$ cat config.mk
export PLATFORM = sky130hd
export DESIGN_NAME = qcu_top
export DESIGN_NICKNAME = d
export VERILOG_FILES = /design/src/qcu_pkg.sv /design/src/qcu_top.sv /design/src/qcu_sync.sv /design/src/qcu_clkgen.sv
export VERILOG_INCLUDE_DIRS = /design/src
export SDC_FILE = /design/constraint.sdc
export NUM_CORES = 1
export LEC_CHECK = 0
export ABC_AREA = 1
export BUFFER_PORTS_ARGS = -buffer_cell sky130_fd_sc_hd__buf_2
export CAP_MARGIN = 30
export CORE_ASPECT_RATIO = 0.9
export CORE_MARGIN = 1.5
export CORE_UTILIZATION = 54
export CTS_BUF_LIST = sky130_fd_sc_hd__clkbuf_4 sky130_fd_sc_hd__clkbuf_8
export DETAILED_ROUTE_END_ITERATION = 7
export PLACE_DENSITY = 0.8
export SLEW_MARGIN = 40
export SYNTH_ARGS = -nofsm -noshare
export SYNTH_HDL_FRONTEND = slang
export SYNTH_SLANG_ARGS = --single-unit
$ cat constraint.sdc
create_clock -name clk_sys -period 1.9 [get_ports clk_sys]
set_input_delay 0.38 -clock clk_sys [delete_from_list [all_inputs] [get_ports clk_sys]]
set_output_delay 0.38 -clock clk_sys [all_outputs]
set_load 0.05 [all_outputs]
$ cat src/qcu_params.svh
// register map, field positions, reset values and timing counts of the channel unit interface
`ifndef QCU_PARAMS_SVH
`define QCU_PARAMS_SVH

// ----------------------------------------------------------------
// register offsets
// ----------------------------------------------------------------
`define QCU_ADDR_MODE 8'h06
`define QCU_ADDR_STATUS 8'h07

// ----------------------------------------------------------------
// mode register fields and reset
// ----------------------------------------------------------------
`define QCU_FLD_MODE_LSB 0
`define QCU_FLD_RXEDGE 2
`define QCU_FLD_TXEDGE 3
`define QCU_MODE_RESET 8'h00

// ----------------------------------------------------------------
// timing: system clock cycles per symbol (multiple of 4)
// ----------------------------------------------------------------
`define QCU_SYM_CYCLES 8

`endif

$ cat src/qcu_pkg.sv
// types shared by the channel unit interface modules
`default_nettype none

package qcu_pkg;

  // ----------------------------------------------------------------
  // interface modes, in register code order
  // ----------------------------------------------------------------
  typedef enum logic [1:0] {
    QCU_PAR_MASTER,
    QCU_PAR_SLAVE,
    QCU_SER_MAG_FIRST,
    QCU_SER_SIGN_FIRST
  } qcu_mode_t;

  // ----------------------------------------------------------------
  // one quaternary symbol
  // ----------------------------------------------------------------
  typedef struct packed {
    logic sign;
    logic mag;
  } qcu_sym_t;

endpackage

`default_nettype wire

$ cat src/qcu_top.sv
// channel unit symbol interface: parallel and serial quaternary symbol exchange
`include "qcu_params.svh"
`default_nettype none

module qcu_top #(
  parameter int SYM_CYCLES = `QCU_SYM_CYCLES
) (
  // clock and reset
  input wire logic clk_sys,
  input wire logic rst,
  // register port
  input wire logic [7:0] addr,
  input wire logic [7:0] wdata,
  input wire logic wr,
  input wire logic rd,
  output logic [7:0] rdata,
  // channel unit pins
  output logic symbol_clock,
  output logic rx_sign_out,
  output logic rx_magnitude_out,
  input wire logic tx_sign_in,
  input wire logic tx_magnitude_in,
  input wire logic tx_baud_clock_in,
  input wire logic rx_baud_clock_in,
  // receiver and transmitter side
  input wire qcu_pkg::qcu_sym_t rx_sym_in,
  output qcu_pkg::qcu_sym_t tx_sym,
  output logic tx_sym_valid
);

  // ----------------------------------------------------------------
  // clocks and pin synchronisers
  // ----------------------------------------------------------------
  logic bit_clock;
  logic ev_sym_rise;
  logic ev_sym_fall;
  logic ev_bit_fall_a;
  logic ev_bit_fall_b;
  logic [3:0] pins_s;
  logic tx_sign_s;
  logic tx_mag_s;
  logic txb_s;
  logic rxb_s;

  qcu_clkgen #(.SYM_CYCLES(SYM_CYCLES)) u_clkgen (
    .clk_sys(clk_sys),
    .rst(rst),
    .symbol_clock(symbol_clock),
    .bit_clock(bit_clock),
    .ev_sym_rise(ev_sym_rise),
    .ev_sym_fall(ev_sym_fall),
    .ev_bit_fall_a(ev_bit_fall_a),
    .ev_bit_fall_b(ev_bit_fall_b)
  );

  qcu_sync #(.W(4)) u_sync (
    .clk_sys(clk_sys),
    .rst(rst),
    .d({tx_sign_in, tx_magnitude_in, tx_baud_clock_in, rx_baud_clock_in}),
    .q(pins_s)
  );

  assign tx_sign_s = pins_s[3];
  assign tx_mag_s = pins_s[2];
  assign txb_s = pins_s[1];
  assign rxb_s = pins_s[0];

  // ----------------------------------------------------------------
  // register port
  // ----------------------------------------------------------------
  logic [7:0] mode_reg;
  logic [7:0] next_mode_reg;
  logic [7:0] next_rdata;
  logic [7:0] status;
  qcu_pkg::qcu_mode_t cu_mode;
  logic rx_edge_fall;
  logic tx_edge_fall;

  function automatic logic is_serial(input qcu_pkg::qcu_mode_t m);
    is_serial = (m == qcu_pkg::QCU_SER_MAG_FIRST) || (m == qcu_pkg::QCU_SER_SIGN_FIRST);
  endfunction

  assign cu_mode = qcu_pkg::qcu_mode_t'(mode_reg[`QCU_FLD_MODE_LSB +: 2]);
  assign rx_edge_fall = mode_reg[`QCU_FLD_RXEDGE];
  assign tx_edge_fall = mode_reg[`QCU_FLD_TXEDGE];

  always_comb begin
    next_mode_reg = mode_reg;
    if (wr && (addr == `QCU_ADDR_MODE)) begin
      next_mode_reg = wdata;
    end
    next_rdata = 8'h00;
    if (rd) begin
      if (addr == `QCU_ADDR_MODE) begin
        next_rdata = mode_reg;
      end else if (addr == `QCU_ADDR_STATUS) begin
        next_rdata = status;
      end
    end
  end

  always_ff @(posedge clk_sys) begin
    if (rst) begin
      mode_reg <= `QCU_MODE_RESET;
      rdata <= 8'h00;
    end else begin
      mode_reg <= next_mode_reg;
      rdata <= next_rdata;
    end
  end

  // ----------------------------------------------------------------
  // event alignment
  // ----------------------------------------------------------------
  // own strobes are delayed by the synchroniser depth so that they
  // meet the pin value that stood at the clock edge itself
  logic [2:0] ev_d1;
  logic [2:0] ev_d2;
  logic [2:0] next_ev_d1;
  logic [2:0] next_ev_d2;
  logic [1:0] baud_h;
  logic [1:0] next_baud_h;
  logic rxb_ev;
  logic txb_ev;

  assign rxb_ev = rx_edge_fall ? (baud_h[0] && !rxb_s) : (!baud_h[0] && rxb_s);
  assign txb_ev = tx_edge_fall ? (baud_h[1] && !txb_s) : (!baud_h[1] && txb_s);

  always_comb begin
    next_ev_d1 = {ev_bit_fall_b, ev_bit_fall_a, ev_sym_fall};
    next_ev_d2 = ev_d1;
    next_baud_h = {txb_s, rxb_s};
  end

  always_ff @(posedge clk_sys) begin
    if (rst) begin
      ev_d1 <= 3'h0;
      ev_d2 <= 3'h0;
      baud_h <= 2'h0;
    end else begin
      ev_d1 <= next_ev_d1;
      ev_d2 <= next_ev_d2;
      baud_h <= next_baud_h;
    end
  end

  // ----------------------------------------------------------------
  // symbol datapath
  // ----------------------------------------------------------------
  logic rx_sign_q;
  logic rx_mag_q;
  logic rx_second;
  logic rx_pending;
  logic tx_first;
  logic next_rx_sign_q;
  logic next_rx_mag_q;
  logic next_rx_second;
  logic next_rx_pending;
  logic next_tx_first;
  qcu_pkg::qcu_sym_t next_tx_sym;
  logic next_tx_sym_valid;
  logic mag_first;

  assign mag_first = cu_mode == qcu_pkg::QCU_SER_MAG_FIRST;

  always_comb begin
    next_rx_sign_q = rx_sign_q;
    next_rx_mag_q = rx_mag_q;
    next_rx_second = rx_second;
    next_rx_pending = rx_pending;
    next_tx_first = tx_first;
    next_tx_sym = tx_sym;
    next_tx_sym_valid = 1'b0;
    unique case (cu_mode)
      qcu_pkg::QCU_PAR_MASTER: begin
        next_rx_pending = 1'b0;
        if (ev_sym_rise) begin
          next_rx_sign_q = rx_sym_in.sign;
          next_rx_mag_q = rx_sym_in.mag;
        end
        if (ev_d2[0]) begin
          next_tx_sym = '{sign: tx_sign_s, mag: tx_mag_s};
          next_tx_sym_valid = 1'b1;
        end
      end
      qcu_pkg::QCU_PAR_SLAVE: begin
        next_rx_pending = 1'b0;
        if (rxb_ev) begin
          next_rx_sign_q = rx_sym_in.sign;
          next_rx_mag_q = rx_sym_in.mag;
        end
        if (txb_ev) begin
          next_tx_sym = '{sign: tx_sign_s, mag: tx_mag_s};
          next_tx_sym_valid = 1'b1;
        end
      end
      qcu_pkg::QCU_SER_MAG_FIRST, qcu_pkg::QCU_SER_SIGN_FIRST: begin
        if (ev_sym_rise) begin
          next_rx_sign_q = mag_first ? rx_sym_in.mag : rx_sym_in.sign;
          next_rx_second = mag_first ? rx_sym_in.sign : rx_sym_in.mag;
          next_rx_pending = 1'b1;
        end else if (ev_sym_fall) begin
          next_rx_sign_q = rx_second;
          next_rx_pending = 1'b0;
        end
        if (ev_d2[1]) begin
          next_tx_first = tx_sign_s;
        end
        if (ev_d2[2]) begin
          // tx_mag_s is not looked at here
          next_tx_sym.sign = mag_first ? tx_sign_s : tx_first;
          next_tx_sym.mag = mag_first ? tx_first : tx_sign_s;
          next_tx_sym_valid = 1'b1;
        end
      end
    endcase
  end

  always_ff @(posedge clk_sys) begin
    if (rst) begin
      rx_sign_q <= 1'b0;
      rx_mag_q <= 1'b0;
      rx_second <= 1'b0;
      rx_pending <= 1'b0;
      tx_first <= 1'b0;
      tx_sym <= '0;
      tx_sym_valid <= 1'b0;
    end else begin
      rx_sign_q <= next_rx_sign_q;
      rx_mag_q <= next_rx_mag_q;
      rx_second <= next_rx_second;
      rx_pending <= next_rx_pending;
      tx_first <= next_tx_first;
      tx_sym <= next_tx_sym;
      tx_sym_valid <= next_tx_sym_valid;
    end
  end

  // ----------------------------------------------------------------
  // pin multiplexing and status
  // ----------------------------------------------------------------
  // in serial modes the sign pin carries serial data and the magnitude pin the bit clock
  assign rx_sign_out = rx_sign_q;
  assign rx_magnitude_out = is_serial(cu_mode) ? bit_clock : rx_mag_q;
  assign status = {3'h0, rxb_s, txb_s, rx_pending, tx_sym.sign, tx_sym.mag};
endmodule

`default_nettype wire

$ cat src/qcu_sync.sv
// two flip-flop synchroniser for a group of pin inputs
`default_nettype none

module qcu_sync #(
  parameter int W = 1
) (
  // clock and reset
  input wire logic clk_sys,
  input wire logic rst,
  // asynchronous inputs and synchronised outputs
  input wire logic [W-1:0] d,
  output logic [W-1:0] q
);

  logic [W-1:0] stage1;
  logic [W-1:0] next_stage1;
  logic [W-1:0] next_q;

  always_comb begin
    next_stage1 = d;
    next_q = stage1;
  end

  always_ff @(posedge clk_sys) begin
    if (rst) begin
      stage1 <= '0;
      q <= '0;
    end else begin
      stage1 <= next_stage1;
      q <= next_q;
    end
  end

endmodule

`default_nettype wire

$ cat src/qcu_clkgen.sv
// symbol clock and bit clock divider with edge strobes
`default_nettype none

module qcu_clkgen #(
  parameter int SYM_CYCLES = 8
) (
  // clock and reset
  input wire logic clk_sys,
  input wire logic rst,
  // clocks driven out
  output logic symbol_clock,
  output logic bit_clock,
  // strobes, high in the cycle before the matching edge appears
  output logic ev_sym_rise,
  output logic ev_sym_fall,
  output logic ev_bit_fall_a,
  output logic ev_bit_fall_b
);

  localparam int CW = $clog2(SYM_CYCLES);
  localparam logic [CW-1:0] LAST = CW'(SYM_CYCLES - 1);
  localparam logic [CW-1:0] HALF = CW'(SYM_CYCLES / 2);
  localparam logic [CW-1:0] QUART = CW'(SYM_CYCLES / 4);

  logic [CW-1:0] cnt;
  logic [CW-1:0] next_cnt;
  logic next_symbol_clock;
  logic next_bit_clock;

  // ----------------------------------------------------------------
  // divider
  // ----------------------------------------------------------------
  always_comb begin
    next_cnt = (cnt == LAST) ? '0 : cnt + CW'(1);
    next_symbol_clock = next_cnt < HALF;
    next_bit_clock = (next_cnt < QUART) || ((next_cnt >= HALF) && (next_cnt < HALF + QUART));
    ev_sym_rise = next_cnt == '0;
    ev_sym_fall = next_cnt == HALF;
    ev_bit_fall_a = next_cnt == QUART;
    ev_bit_fall_b = next_cnt == HALF + QUART;
  end

  always_ff @(posedge clk_sys) begin
    if (rst) begin
      cnt <= LAST;
      symbol_clock <= 1'b0;
      bit_clock <= 1'b0;
    end else begin
      cnt <= next_cnt;
      symbol_clock <= next_symbol_clock;
      bit_clock <= next_bit_clock;
    end
  end

endmodule

`default_nettype wire

==> results of run 1 <==
-- per-layer routing --
metal	GRT usage, %	share of wire (%)
met1	21.9	45
met5	0	0
met2	30.2	44
met3	5.72	8.4
met4	9.52	2.0
-- power breakdown --
group	internal, mW	total, mW	switching (mW)
logic	0.116	0.377	0.262
registers	1.01	1.04	0.0222
clock network	0.215	0.505	0.290
total	1.34	1.92	0.574
-- worst max-delay path: cells and delay by family, from the launching register on --
family	cells	cell delay (ns)
AO/OA/AOI/OAI	1	0.07
buffers and inverters	1	0.27
flip-flops	1	0.50
AND/OR/NAND/NOR	1	0.08
-- cells by family after synthesis --
family | count (synthesis)
AOI/OAI and AO/OA | 18
DFF | 45
buffers and inverters | 47
adders and majority gates | 2
and+or+nand+nor | 120
-- cell type report --
class,instances,area [um^2],area share [%]
Timing Repair Buffer,42,218,10.7
Clock buffer,7,65.1,3.20
Multi-Input combinational cell,140,642,31.6
Clock inverter,1,5.00,0.246
Tap cell,42,52.6,2.58
Sequential cell,45,901,44.3
Inverter,40,150,7.38
-- synthesized netlist by cell type (all sizes together) --
master	n	area share (%)
clkbuf	3	1.2
o21ai	12	3.4
buf	4	1.8
and2	1	0.36
dfxtp	45	52
ha	2	1.4
nor3	2	0.57
nor2	47	11
nand4	1	0.36
nand2	44	9.7
and3b	1	0.57
inv	40	8.6
nand3	24	7.9
a21oi	6	1.7
-- metrics by stage --
step	power, mW	util, %
after global placement	1.42	64.0
final	1.92	66.3
after CTS	1.93	66.3
after detailed placement	1.43	64.0
after global routing	2.04	66.3
after floorplan	1.34	-
-- worst max-delay path by stage --
stage / from / to / cells past startpoint / slack [ns]
floorplan: mode_reg[1]$_SDFFE_PP0P_ / rx_magnitude_out / 3 / 0.21
global placement: u_clkgen.cnt[0]$_SDFF_PP1_ / rx_sign_out$_SDFFE_PP0P_ / 8 / 0.39
detailed placement: u_clkgen.cnt[0]$_SDFF_PP1_ / rx_sign_out$_SDFFE_PP0P_ / 8 / 0.31
CTS: mode_reg[1]$_SDFFE_PP0P_ / rx_magnitude_out / 3 / 0.23
global route: u_clkgen.cnt[0]$_SDFF_PP1_ / rx_sign_out$_SDFFE_PP0P_ / 9 / 0.12
finish: mode_reg[1]$_SDFFE_PP0P_ / rx_magnitude_out / 3 / 0.25
==> flow_summary.rst, run 1 <==
.. list-table::
   :header-rows: 1

   * - Metric
     - Value
   * - Worst-case headroom to the max-slew limit
     - 80.6%
   * - Final Worst Setup Slack
     - 0.246 ns
   * - Simple-gate area share of the yosys netlist
     - 30.2%
   * - Maximum fanout along the worst path
     - 5
   * - Kind of capture point of the worst setup path
     - output pin
   * - Maximum number of pins on one net before global-route repair
     - 22
   * - Power density over cell area
     - 944 nW/um^2
   * - Endpoint, Worst Hold
     - u_sync.next_q[2]$_SDFF_PP0_
   * - Worst-case clock buffer depth
     - 2
   * - First DRT Iteration DRCs
     - 56
   * - Synthesized area divided by synthesized cell count
     - 7.52 um^2
   * - Number of buffers inserted during clock tree synthesis
     - 5
   * - Number of remaining DRC errors
     - 0
   * - Launching point of the worst reg2reg path
     - u_clkgen.cnt[0]$_SDFF_PP1_
   * - Run status
     - complete, no violations
   * - Netlist area before placement
     - 1750 um^2
   * - Initial cell density of the core
     - 56.9%
   * - Post-layout net count
     - 302
   * - Count of standard-cell rows
     - 19
   * - Initial antenna violation count
     - 0
   * - Detailed placement HPWL
     - 2220 um
   * - Die X-Extent
     - 62.9 um
   * - Unrepaired setup endpoints after global routing
     - false
   * - Final Instance Count excl. Fillers
     - 317
   * - Critical-path cell list
     - nand2_1 -> o21ai_1 -> buf_2
   * - Hold_sp
     - tx_magnitude_in
   * - Worst hold-check slack
     - 0.213 ns
   * - Final Hold Violating Endpoints
     - 0
   * - Cell with the biggest individual delay on the critical path
     - sky130_fd_sc_hd__dfxtp_1
   * - PortBufs
     - 39
   * - GR Overflow Total
     - 0
   * - Fin area
     - 2030 um^2
   * - LEAKAGE
     - 1.02 nW
   * - Xor and xnor area share after synthesis
     - 0%
   * - Pre-CTS WS
     - 0.315 ns
   * - Router iterations before antenna repair
     - 4
   * - Via count
     - 1457
   * - Synth Area in Compound Gates
     - 5.16%
   * - Post-route clock period utilization
     - 87.0%
   * - Arr. time, crit path
     - 1.27 ns
   * - Depth of the most critical reg-to-reg path
     - 8
   * - Main combinational cell family by area after synthesis
     - simple AND/OR/NAND/NOR gates
   * - Sequential cell area fraction in the yosys report
     - 51.6%
   * - Clock-pin slew on the worst setup and hold paths
     - 0.12 ns
   * - Average via count per standard cell
     - 4.60
   * - Clock root buffer
     - sky130_fd_sc_hd__clkbuf_4
   * - Number of hold buffers added after CTS
     - 0
   * - Commonest cells after routing, fill and taps aside
     - sky130_fd_sc_hd__nor2_1, sky130_fd_sc_hd__dfxtp_1, sky130_fd_sc_hd__nand2_1
   * - Pin slew with the least headroom to its limit
     - 0.292 ns
   * - Top-Level Pins
     - 40
   * - Clk Latency, worst-skew pair
     - 0.36 ns
   * - Arithmetic-cell share of the synthesized area counting full adders, half adders and majority gates
     - 1.43%
   * - Mux cell area share after synthesis
     - 0%
   * - Worst Setup Start Kind
     - register
   * - Total routing resource utilization after global routing
     - 18.4%
   * - Core Area
     - 3070 um^2
   * - Die Y
     - 56.9 um
   * - #FFs+latches synth
     - 45
   * - Sinks on Clock Net
     - 45
   * - Clock tree from TritonCTS
     - yes
   * - Instance count of the mapped netlist
     - 232
   * - Die area
     - 3580 um^2
   * - Worst reg2reg path endpoint
     - rx_sign_out$_SDFFE_PP0P_
   * - Post-route ant nets
     - 0
   * - Max-cap violations
     - 0
   * - Post-cts resize count
     - 0
   * - Syn. warnings
     - 0
   * - Required time at the worst-slack endpoint
     - 1.52 ns
   * - Number of distinct library cell variants in the gate-level netlist after synthesis
     - 24
   * - Reg-to-reg setup timing slack
     - 0.28 ns
   * - Post-route minimum period
     - 1.65 ns
   * - Total negative slack for setup checks
     - 0 ns
   * - Worst setup skew after layout
     - 0.00563 ns
   * - Number of post-CTS setup repair buffers
     - 0
   * - Slew Viols, Final
     - 0
   * - Routability-driven placement congestion ratio
     - 0.790
   * - Number of failing setup endpoints in the final timing report
     - 0
   * - Vias in the first global route
     - 1261
   * - Wire length of the first global-routing pass
     - 5020 um
   * - Synth Net Count
     - 260
   * - Maximum ir drop on the vdd rail
     - 0.659 mV
   * - Number of diodes added for antenna fixing
     - 0
   * - Worst min-delay path class
     - primary input to register
   * - Total cell area at the placement stage
     - 1960 um^2
   * - CP peak stage delay
     - 0.50 ns
   * - Number of instances on the worst hold path
     - 3
   * - Final routed wirelength across all metal layers
     - 3030 um
   * - Fill cell total of the finished layout
     - 273
   * - Max Clock Freq
     - 605 MHz
   * - Syn-to-layout area delta
     - 16.5%
   * - Share of post-route cells with drive strength above 1
     - 22.2%
   * - Number of H-tree levels
     - 2
   * - Drt wl/cell
     - 9.55 um
   * - Placed cell count
     - 309
   * - Worst Setup Path Type
     - register to output pin
No activity file was read; power rests on OpenSTA's default activity.
==> run 2, diff against run 1 <==
- CORE_UTILIZATION: 54 -> 50
- PLACE_DENSITY: 0.8 -> 0.78
- clock period: 1.9 -> 1.5 ns (I/O delays scaled with it)
==> run 2 against run 1 <==
Routed wire length rose by 5.4%. Clock power rose by 32%. Non-clock buffer count rose by 3. Largest power group unchanged. Sequential share of layout area fell by 1.3 points. Hold slack got worse by 0.0051 ns. Total power rose by 33%.
==> flow_summary.rst, run 2 (synthesis gave the netlist of run 1 again) <==
.. list-table::
   :header-rows: 1

   * - Metric
     - Value
   * - PnR Total Power
     - 2.55 mW
   * - Depth of the most critical reg-to-reg path
     - 8
   * - Commonest cells after routing, fill and taps aside
     - sky130_fd_sc_hd__nor2_1, sky130_fd_sc_hd__dfxtp_1, sky130_fd_sc_hd__nand2_1
   * - Maximum fanout along the worst path
     - 4
   * - Endpoint, Worst Hold
     - u_sync.next_q[3]$_SDFF_PP0_
   * - Number of buffers inserted during clock tree synthesis
     - 5
   * - Worst reg2reg path endpoint
     - rx_sign_out$_SDFFE_PP0P_
   * - Worst hold-check slack
     - 0.208 ns
   * - Post-route clock period utilization
     - 97.1%
   * - Worst Setup Path Type
     - register to register
   * - Vias in the first global route
     - 1335
   * - Die X-Extent
     - 65.3 um
   * - Clock tree from TritonCTS
     - yes
   * - Final Instance Count excl. Fillers
     - 320
   * - Worst setup skew after layout
     - 0.00548 ns
   * - Share of post-route cells with drive strength above 1
     - 26.1%
   * - Max Clock Freq
     - 686 MHz
   * - Initial cell density of the core
     - 52.1%
   * - Clock root buffer
     - sky130_fd_sc_hd__clkbuf_8
   * - Wire length of the first global-routing pass
     - 5420 um
   * - Maximum ir drop on the vdd rail
     - 0.863 mV
   * - Reg-to-reg setup timing slack
     - 0.04 ns
   * - PortBufs
     - 39
   * - Launching point of the worst reg2reg path
     - u_clkgen.cnt[0]$_SDFF_PP1_
   * - Core Area
     - 3350 um^2
   * - Pin slew with the least headroom to its limit
     - 0.320 ns
   * - Cell with the biggest individual delay on the critical path
     - sky130_fd_sc_hd__dfxtp_1
   * - First DRT Iteration DRCs
     - 67
   * - Power density over cell area
     - 1220 nW/um^2
   * - Number of post-CTS setup repair buffers
     - 0
   * - Number of remaining DRC errors
     - 0
   * - Area of the multi-input gates
     - 677 um^2
   * - Number of diodes added for antenna fixing
     - 0
   * - Final routed wirelength across all metal layers
     - 3190 um
   * - Top-Level Pins
     - 40
   * - Total routing resource utilization after global routing
     - 18.4%
   * - Post-route minimum period
     - 1.46 ns
   * - Final Hold Violating Endpoints
     - 0
   * - Placed cell count
     - 314
   * - Drt wl/cell
     - 9.97 um
   * - Critical-path cell list
     - ha_2 -> ha_4 -> inv_2 -> nand3_2 -> nand2_2 -> nand3_1 -> a21oi_1 -> nor2_1
   * - Initial antenna violation count
     - 0
   * - GR Overflow Total
     - 0
   * - Fill cell total of the finished layout
     - 308
   * - Die area
     - 3850 um^2
   * - Router iterations before antenna repair
     - 4
   * - Number of H-tree levels
     - 2
   * - Worst Setup Start Kind
     - register
   * - Syn-to-layout area delta
     - 20.2%
   * - Number of instances on the worst hold path
     - 3
   * - Post-layout net count
     - 305
   * - Detailed placement HPWL
     - 2310 um
   * - Clk Latency, worst-skew pair
     - 0.29 ns
   * - Via count
     - 1490
   * - Total buffers and inverters traversed by the critical path
     - 1
   * - Total negative slack for setup checks
     - 0 ns
   * - Max-cap violations
     - 0
   * - Hold_sp
     - tx_sign_in
   * - Die Y
     - 59.1 um
   * - Worst-case clock buffer depth
     - 2
   * - Arr. time, crit path
     - 1.64 ns
   * - Sinks on Clock Net
     - 45
   * - Worst-case headroom to the max-slew limit
     - 78.6%
   * - Slew Viols, Final
     - 0
   * - Number of failing setup endpoints in the final timing report
     - 0
   * - Run status
     - complete, no violations
   * - Utilization of the core after routing
     - 62.6%
   * - Worst min-delay path class
     - primary input to register
   * - CP peak stage delay
     - 0.35 ns
   * - Most common library cell in the layout ignoring fill and taps
     - sky130_fd_sc_hd__nor2_1
   * - Required time at the worst-slack endpoint
     - 1.69 ns
   * - Kind of cell with the highest combined delay on the critical path
     - adder cells
   * - Routability-driven placement congestion ratio
     - 0.798
   * - LEAKAGE
     - 1.04 nW
   * - Register area
     - 902 um^2
   * - Count of standard-cell rows
     - 20
   * - Average via count per standard cell
     - 4.66
   * - Clock-pin slew on the worst setup and hold paths
     - 0.08 ns
   * - Kind of capture point of the worst setup path
     - register
   * - Post-route ant nets
     - 0
   * - Maximum number of pins on one net before global-route repair
     - 22
run 2: layout make-up:
| class | instances | area share (%) |
|---|---|---|
| clock buffers | 5 | 3.28 |
| clock inverters | 1 | 0.239 |
| inverters | 40 | 7.16 |
| multi-input cells | 140 | 32.3 |
| flip-flops and latches | 45 | 43.0 |
| well taps | 44 | 2.62 |
| repair buffers | 45 | 11.4 |
run 2: tightest hold or removal path, delay by kind of cell:
kind / cells / cell delay [ns]
and+or+nand+nor: 1 / 0.06
buffers and inverters: 2 / 0.10
run 2: stage by stage:
stage | area [um^2] | worst slack [ns]
3_3_place_gp | 1990 | 0.0289
6_report | 2100 | 0.0433
5_1_grt | 2100 | -0.0408
2_1_floorplan | 1750 | 0.0523
3_5_place_dp | 1990 | -0.0371
4_1_cts | 2070 | 0.0196
run 2: how the worst max path moves through the flow:
stage | start | endpoint | slack, ns | depth (start not counted)
2_1_floorplan | u_clkgen.cnt[0]$_SDFF_PP1_ | rx_sign_out$_SDFFE_PP0P_ | 0.05 | 8
3_3_place_gp | u_clkgen.cnt[0]$_SDFF_PP1_ | rx_sign_out$_SDFFE_PP0P_ | 0.03 | 8
3_5_place_dp | u_clkgen.cnt[0]$_SDFF_PP1_ | rx_sign_out$_SDFFE_PP0P_ | -0.04 | 8
4_1_cts | u_clkgen.cnt[0]$_SDFF_PP1_ | rx_sign_out$_SDFFE_PP0P_ | 0.02 | 8
5_1_grt | u_clkgen.cnt[0]$_SDFF_PP1_ | rx_sign_out$_SDFFE_PP0P_ | -0.04 | 8
6_report | u_clkgen.cnt[0]$_SDFF_PP1_ | rx_sign_out$_SDFFE_PP0P_ | 0.04 | 8
run 2: power by group:
group | total (mW) | switching, mW | internal (mW)
combinational | 0.566 | 0.368 | 0.198
clock | 0.667 | 0.361 | 0.306
sequential | 1.32 | 0.0333 | 1.28
run 2: routing by layer:
layer  wire, um  up-vias  global-route usage (%)
met3        262        4                    5.70
met1       1430      649                    22.7
li1           -      790                       -
met4         33        0                    4.46
met2       1460       47                    31.8
met5          0        -                       0
run 2: what timing repair did:
action                     4_1_cts  5_1_grt
setup endpoints to repair        3        3
hold buffers                     0        0
gates cloned                     0        0
gates resized for setup          3        6
pin swaps                        2        1
==> run 3, diff against run 2 <==
- CORE_MARGIN: 1.5 -> default
- CTS_CLUSTER_SIZE: default -> 16
==> run 3 against run 2 <==
Critical path depth shrank 5. Count of clock-buffer cells in the layout up 1. Via count decreased by 0.13%. Hold slack worse by 0.0037 ns. Critical path type is now register to output pin. Critical endpoint is now rx_magnitude_out. Largest cell class unchanged.
==> flow_summary.rst, run 3 (synthesis gave the netlist of run 1 again) <==
.. list-table::
   :header-rows: 1

   * - Metric
     - Value
   * - Required time at the worst-slack endpoint
     - 1.20 ns
   * - Count of standard-cell rows
     - 19
   * - Final routed wirelength across all metal layers
     - 3140 um
   * - Detailed placement HPWL
     - 2290 um
   * - Total routing resource utilization after global routing
     - 18.2%
   * - Clk Latency, worst-skew pair
     - 0.29 ns
   * - Initial cell density of the core
     - 54.8%
   * - Critical Path Stages
     - 3
   * - Drt wl/cell
     - 9.82 um
   * - Pin slew with the least headroom to its limit
     - 0.297 ns
   * - Share of post-route cells with drive strength above 1
     - 26.3%
   * - Die X-Extent
     - 64.3 um
   * - CP peak stage delay
     - 0.41 ns
   * - Top-Level Pins
     - 40
   * - Core Area
     - 3190 um^2
   * - Routability-driven placement congestion ratio
     - 0.825
   * - Launching point of the worst reg2reg path
     - u_clkgen.cnt[0]$_SDFF_PP1_
   * - Run status
     - complete, no violations
   * - Power density over cell area
     - 1310 nW/um^2
   * - PortBufs
     - 39
   * - Post-route minimum period
     - 1.41 ns
   * - Unrepaired setup endpoints after global routing
     - false
   * - Worst reg2reg path endpoint
     - rx_sign_out$_SDFFE_PP0P_
   * - Die Y
     - 58.1 um
   * - Sinks on Clock Net
     - 45
   * - Number of remaining DRC errors
     - 0
   * - Post-route clock period utilization
     - 94.2%
   * - Fill cell total of the finished layout
     - 286
   * - Kind of capture point of the worst setup path
     - output pin
   * - Number of H-tree levels
     - 2
   * - Pre-CTS WS
     - -0.0600 ns
   * - Wire length of the first global-routing pass
     - 5230 um
   * - LEAKAGE
     - 1.05 nW
   * - Worst setup skew after layout
     - 0.00442 ns
   * - Maximum ir drop on the vdd rail
     - 1.20 mV
   * - Critical-path cell list
     - nand2_1 -> o21ai_2 -> buf_2
   * - Number of instances on the worst hold path
     - 3
   * - Timing endpoint of the critical path
     - rx_magnitude_out
   * - Die area
     - 3730 um^2
   * - Maximum fanout along the worst path
     - 6
   * - Most common library cell in the layout ignoring fill and taps
     - sky130_fd_sc_hd__nor2_1
   * - Reg-to-reg setup timing slack
     - 0.10 ns
   * - Final Hold Violating Endpoints
     - 0
   * - Worst hold-check slack
     - 0.204 ns
   * - GR Overflow Total
     - 0
   * - Arr. time, crit path
     - 1.11 ns
   * - Average via count per standard cell
     - 4.65
   * - Number of failing setup endpoints in the final timing report
     - 0
   * - Worst min-delay path class
     - primary input to register
   * - Vias in the first global route
     - 1297
   * - Post-route ant nets
     - 0
   * - Initial antenna violation count
     - 0
   * - Depth of the most critical reg-to-reg path
     - 8
   * - Commonest cells after routing, fill and taps aside
     - sky130_fd_sc_hd__nor2_1, sky130_fd_sc_hd__dfxtp_1, sky130_fd_sc_hd__nand2_1
   * - Max Clock Freq
     - 707 MHz
   * - Number of diodes added for antenna fixing
     - 0
   * - Number of post-CTS setup repair buffers
     - 0
   * - Worst Setup Path Type
     - register to output pin
   * - Total buffers and inverters traversed by the critical path
     - 1
   * - Router iterations before antenna repair
     - 4
   * - Worst Setup Start Kind
     - register
   * - Via count
     - 1488
   * - Max-cap violations
     - 0
   * - Maximum number of pins on one net before global-route repair
     - 22
   * - First DRT Iteration DRCs
     - 101
   * - Clock-pin slew on the worst setup and hold paths
     - 0.08 ns
   * - Slew Viols, Final
     - 0
   * - Final Worst Setup Slack
     - 0.0863 ns
   * - Clock root buffer
     - sky130_fd_sc_hd__clkbuf_8
   * - Kind of cell with the highest combined delay on the critical path
     - flip-flops
   * - Worst-case clock buffer depth
     - 2
   * - Worst-case headroom to the max-slew limit
     - 80.2%
   * - Post-layout net count
     - 305
   * - Source of the critical timing path
     - mode_reg[1]$_SDFFE_PP0P_
   * - Number of buffers inserted during clock tree synthesis
     - 5
   * - Clock tree from TritonCTS
     - yes
   * - Cell with the biggest individual delay on the critical path
     - sky130_fd_sc_hd__dfxtp_2
   * - Syn-to-layout area delta
     - 22.5%
[run 3: area by class of cell]
| type | count | area (um^2) | share of cell area [%] |
|---|---|---|---|
| Tap cell | 42 | 52.6 | 2.46 |
| Sequential cell | 45 | 903 | 42.2 |
| Inverter | 40 | 150 | 7.02 |
| Multi-Input combinational cell | 140 | 672 | 31.4 |
| Clock inverter | 2 | 37.5 | 1.76 |
| Clock buffer | 6 | 82.6 | 3.86 |
| Timing Repair Buffer | 45 | 240 | 11.2 |
[run 3: per-stage QoR]
| stage | utilization (%) | total power [mW] | TNS, ns | cell area, um^2 | instances |
|---|---|---|---|---|---|
| finish | 67.1 | 2.81 | 0 | 2140 | 320 |
| global route | 67.1 | 2.93 | 0 | 2140 | 320 |
| CTS | 66.7 | 2.79 | 0 | 2120 | 320 |
| detailed placement | 62.5 | 1.85 | -0.0857 | 1990 | 312 |
| global placement | 62.5 | 1.83 | 0 | 1990 | 312 |
| floorplan | - | 1.70 | 0 | 1750 | 232 |
[run 3: worst reg2reg max path, stage by stage, from the launching register on]
cell	delay, ns
sky130_fd_sc_hd__dfxtp_2	0.33
sky130_fd_sc_hd__ha_2	0.19
sky130_fd_sc_hd__ha_4	0.27
sky130_fd_sc_hd__inv_2	0.05
sky130_fd_sc_hd__buf_4	0.13
sky130_fd_sc_hd__nand3_1	0.07
sky130_fd_sc_hd__nand3_1	0.09
sky130_fd_sc_hd__a21oi_2	0.13
sky130_fd_sc_hd__nor2_1	0.04
[run 3: worst min-delay path by stage]
stage / from / slack [ns] / endpoint
global placement: u_sync.next_q[3]$_SDFF_PP0_ / 0.39 / u_sync.q[3]$_SDFF_PP0_
CTS: tx_baud_clock_in / 0.20 / u_sync.next_q[1]$_SDFF_PP0_
floorplan: rst / 0.38 / u_clkgen.symbol_clock$_SDFF_PP0_
global route: tx_magnitude_in / 0.21 / u_sync.next_q[2]$_SDFF_PP0_
detailed placement: u_sync.next_q[2]$_SDFF_PP0_ / 0.39 / u_sync.q[2]$_SDFF_PP0_
finish: tx_baud_clock_in / 0.20 / u_sync.next_q[1]$_SDFF_PP0_
[run 3: metal layers]
| layer | up-vias | part of all wire, % | global-route usage, % |
|---|---|---|---|
| li1 | 795 | - | - |
| met1 | 648 | 47 | 22.0 |
| met2 | 40 | 45 | 31.3 |
| met3 | 5 | 7.4 | 5.51 |
| met4 | 0 | 0.92 | 5.71 |
| met5 | - | 0 | 0 |
[run 3: report_power, final]
group | total, mW | switching (mW) | leakage [nW] | internal (mW)
clock network | 0.943 | 0.401 | 0.0574 | 0.541
registers | 1.32 | 0.0311 | 0.367 | 1.28
logic | 0.547 | 0.356 | 0.630 | 0.191
total | 2.81 | 0.788 | 1.05 | 2.02
[run 3: timing repair]
action / 4_1_cts / 5_1_grt
hold buffers: 0 / 0
cloned: 0 / 0
setup endpoints to repair: 3 / 2
resized for setup: 3 / 5
pin swaps: 1 / 0
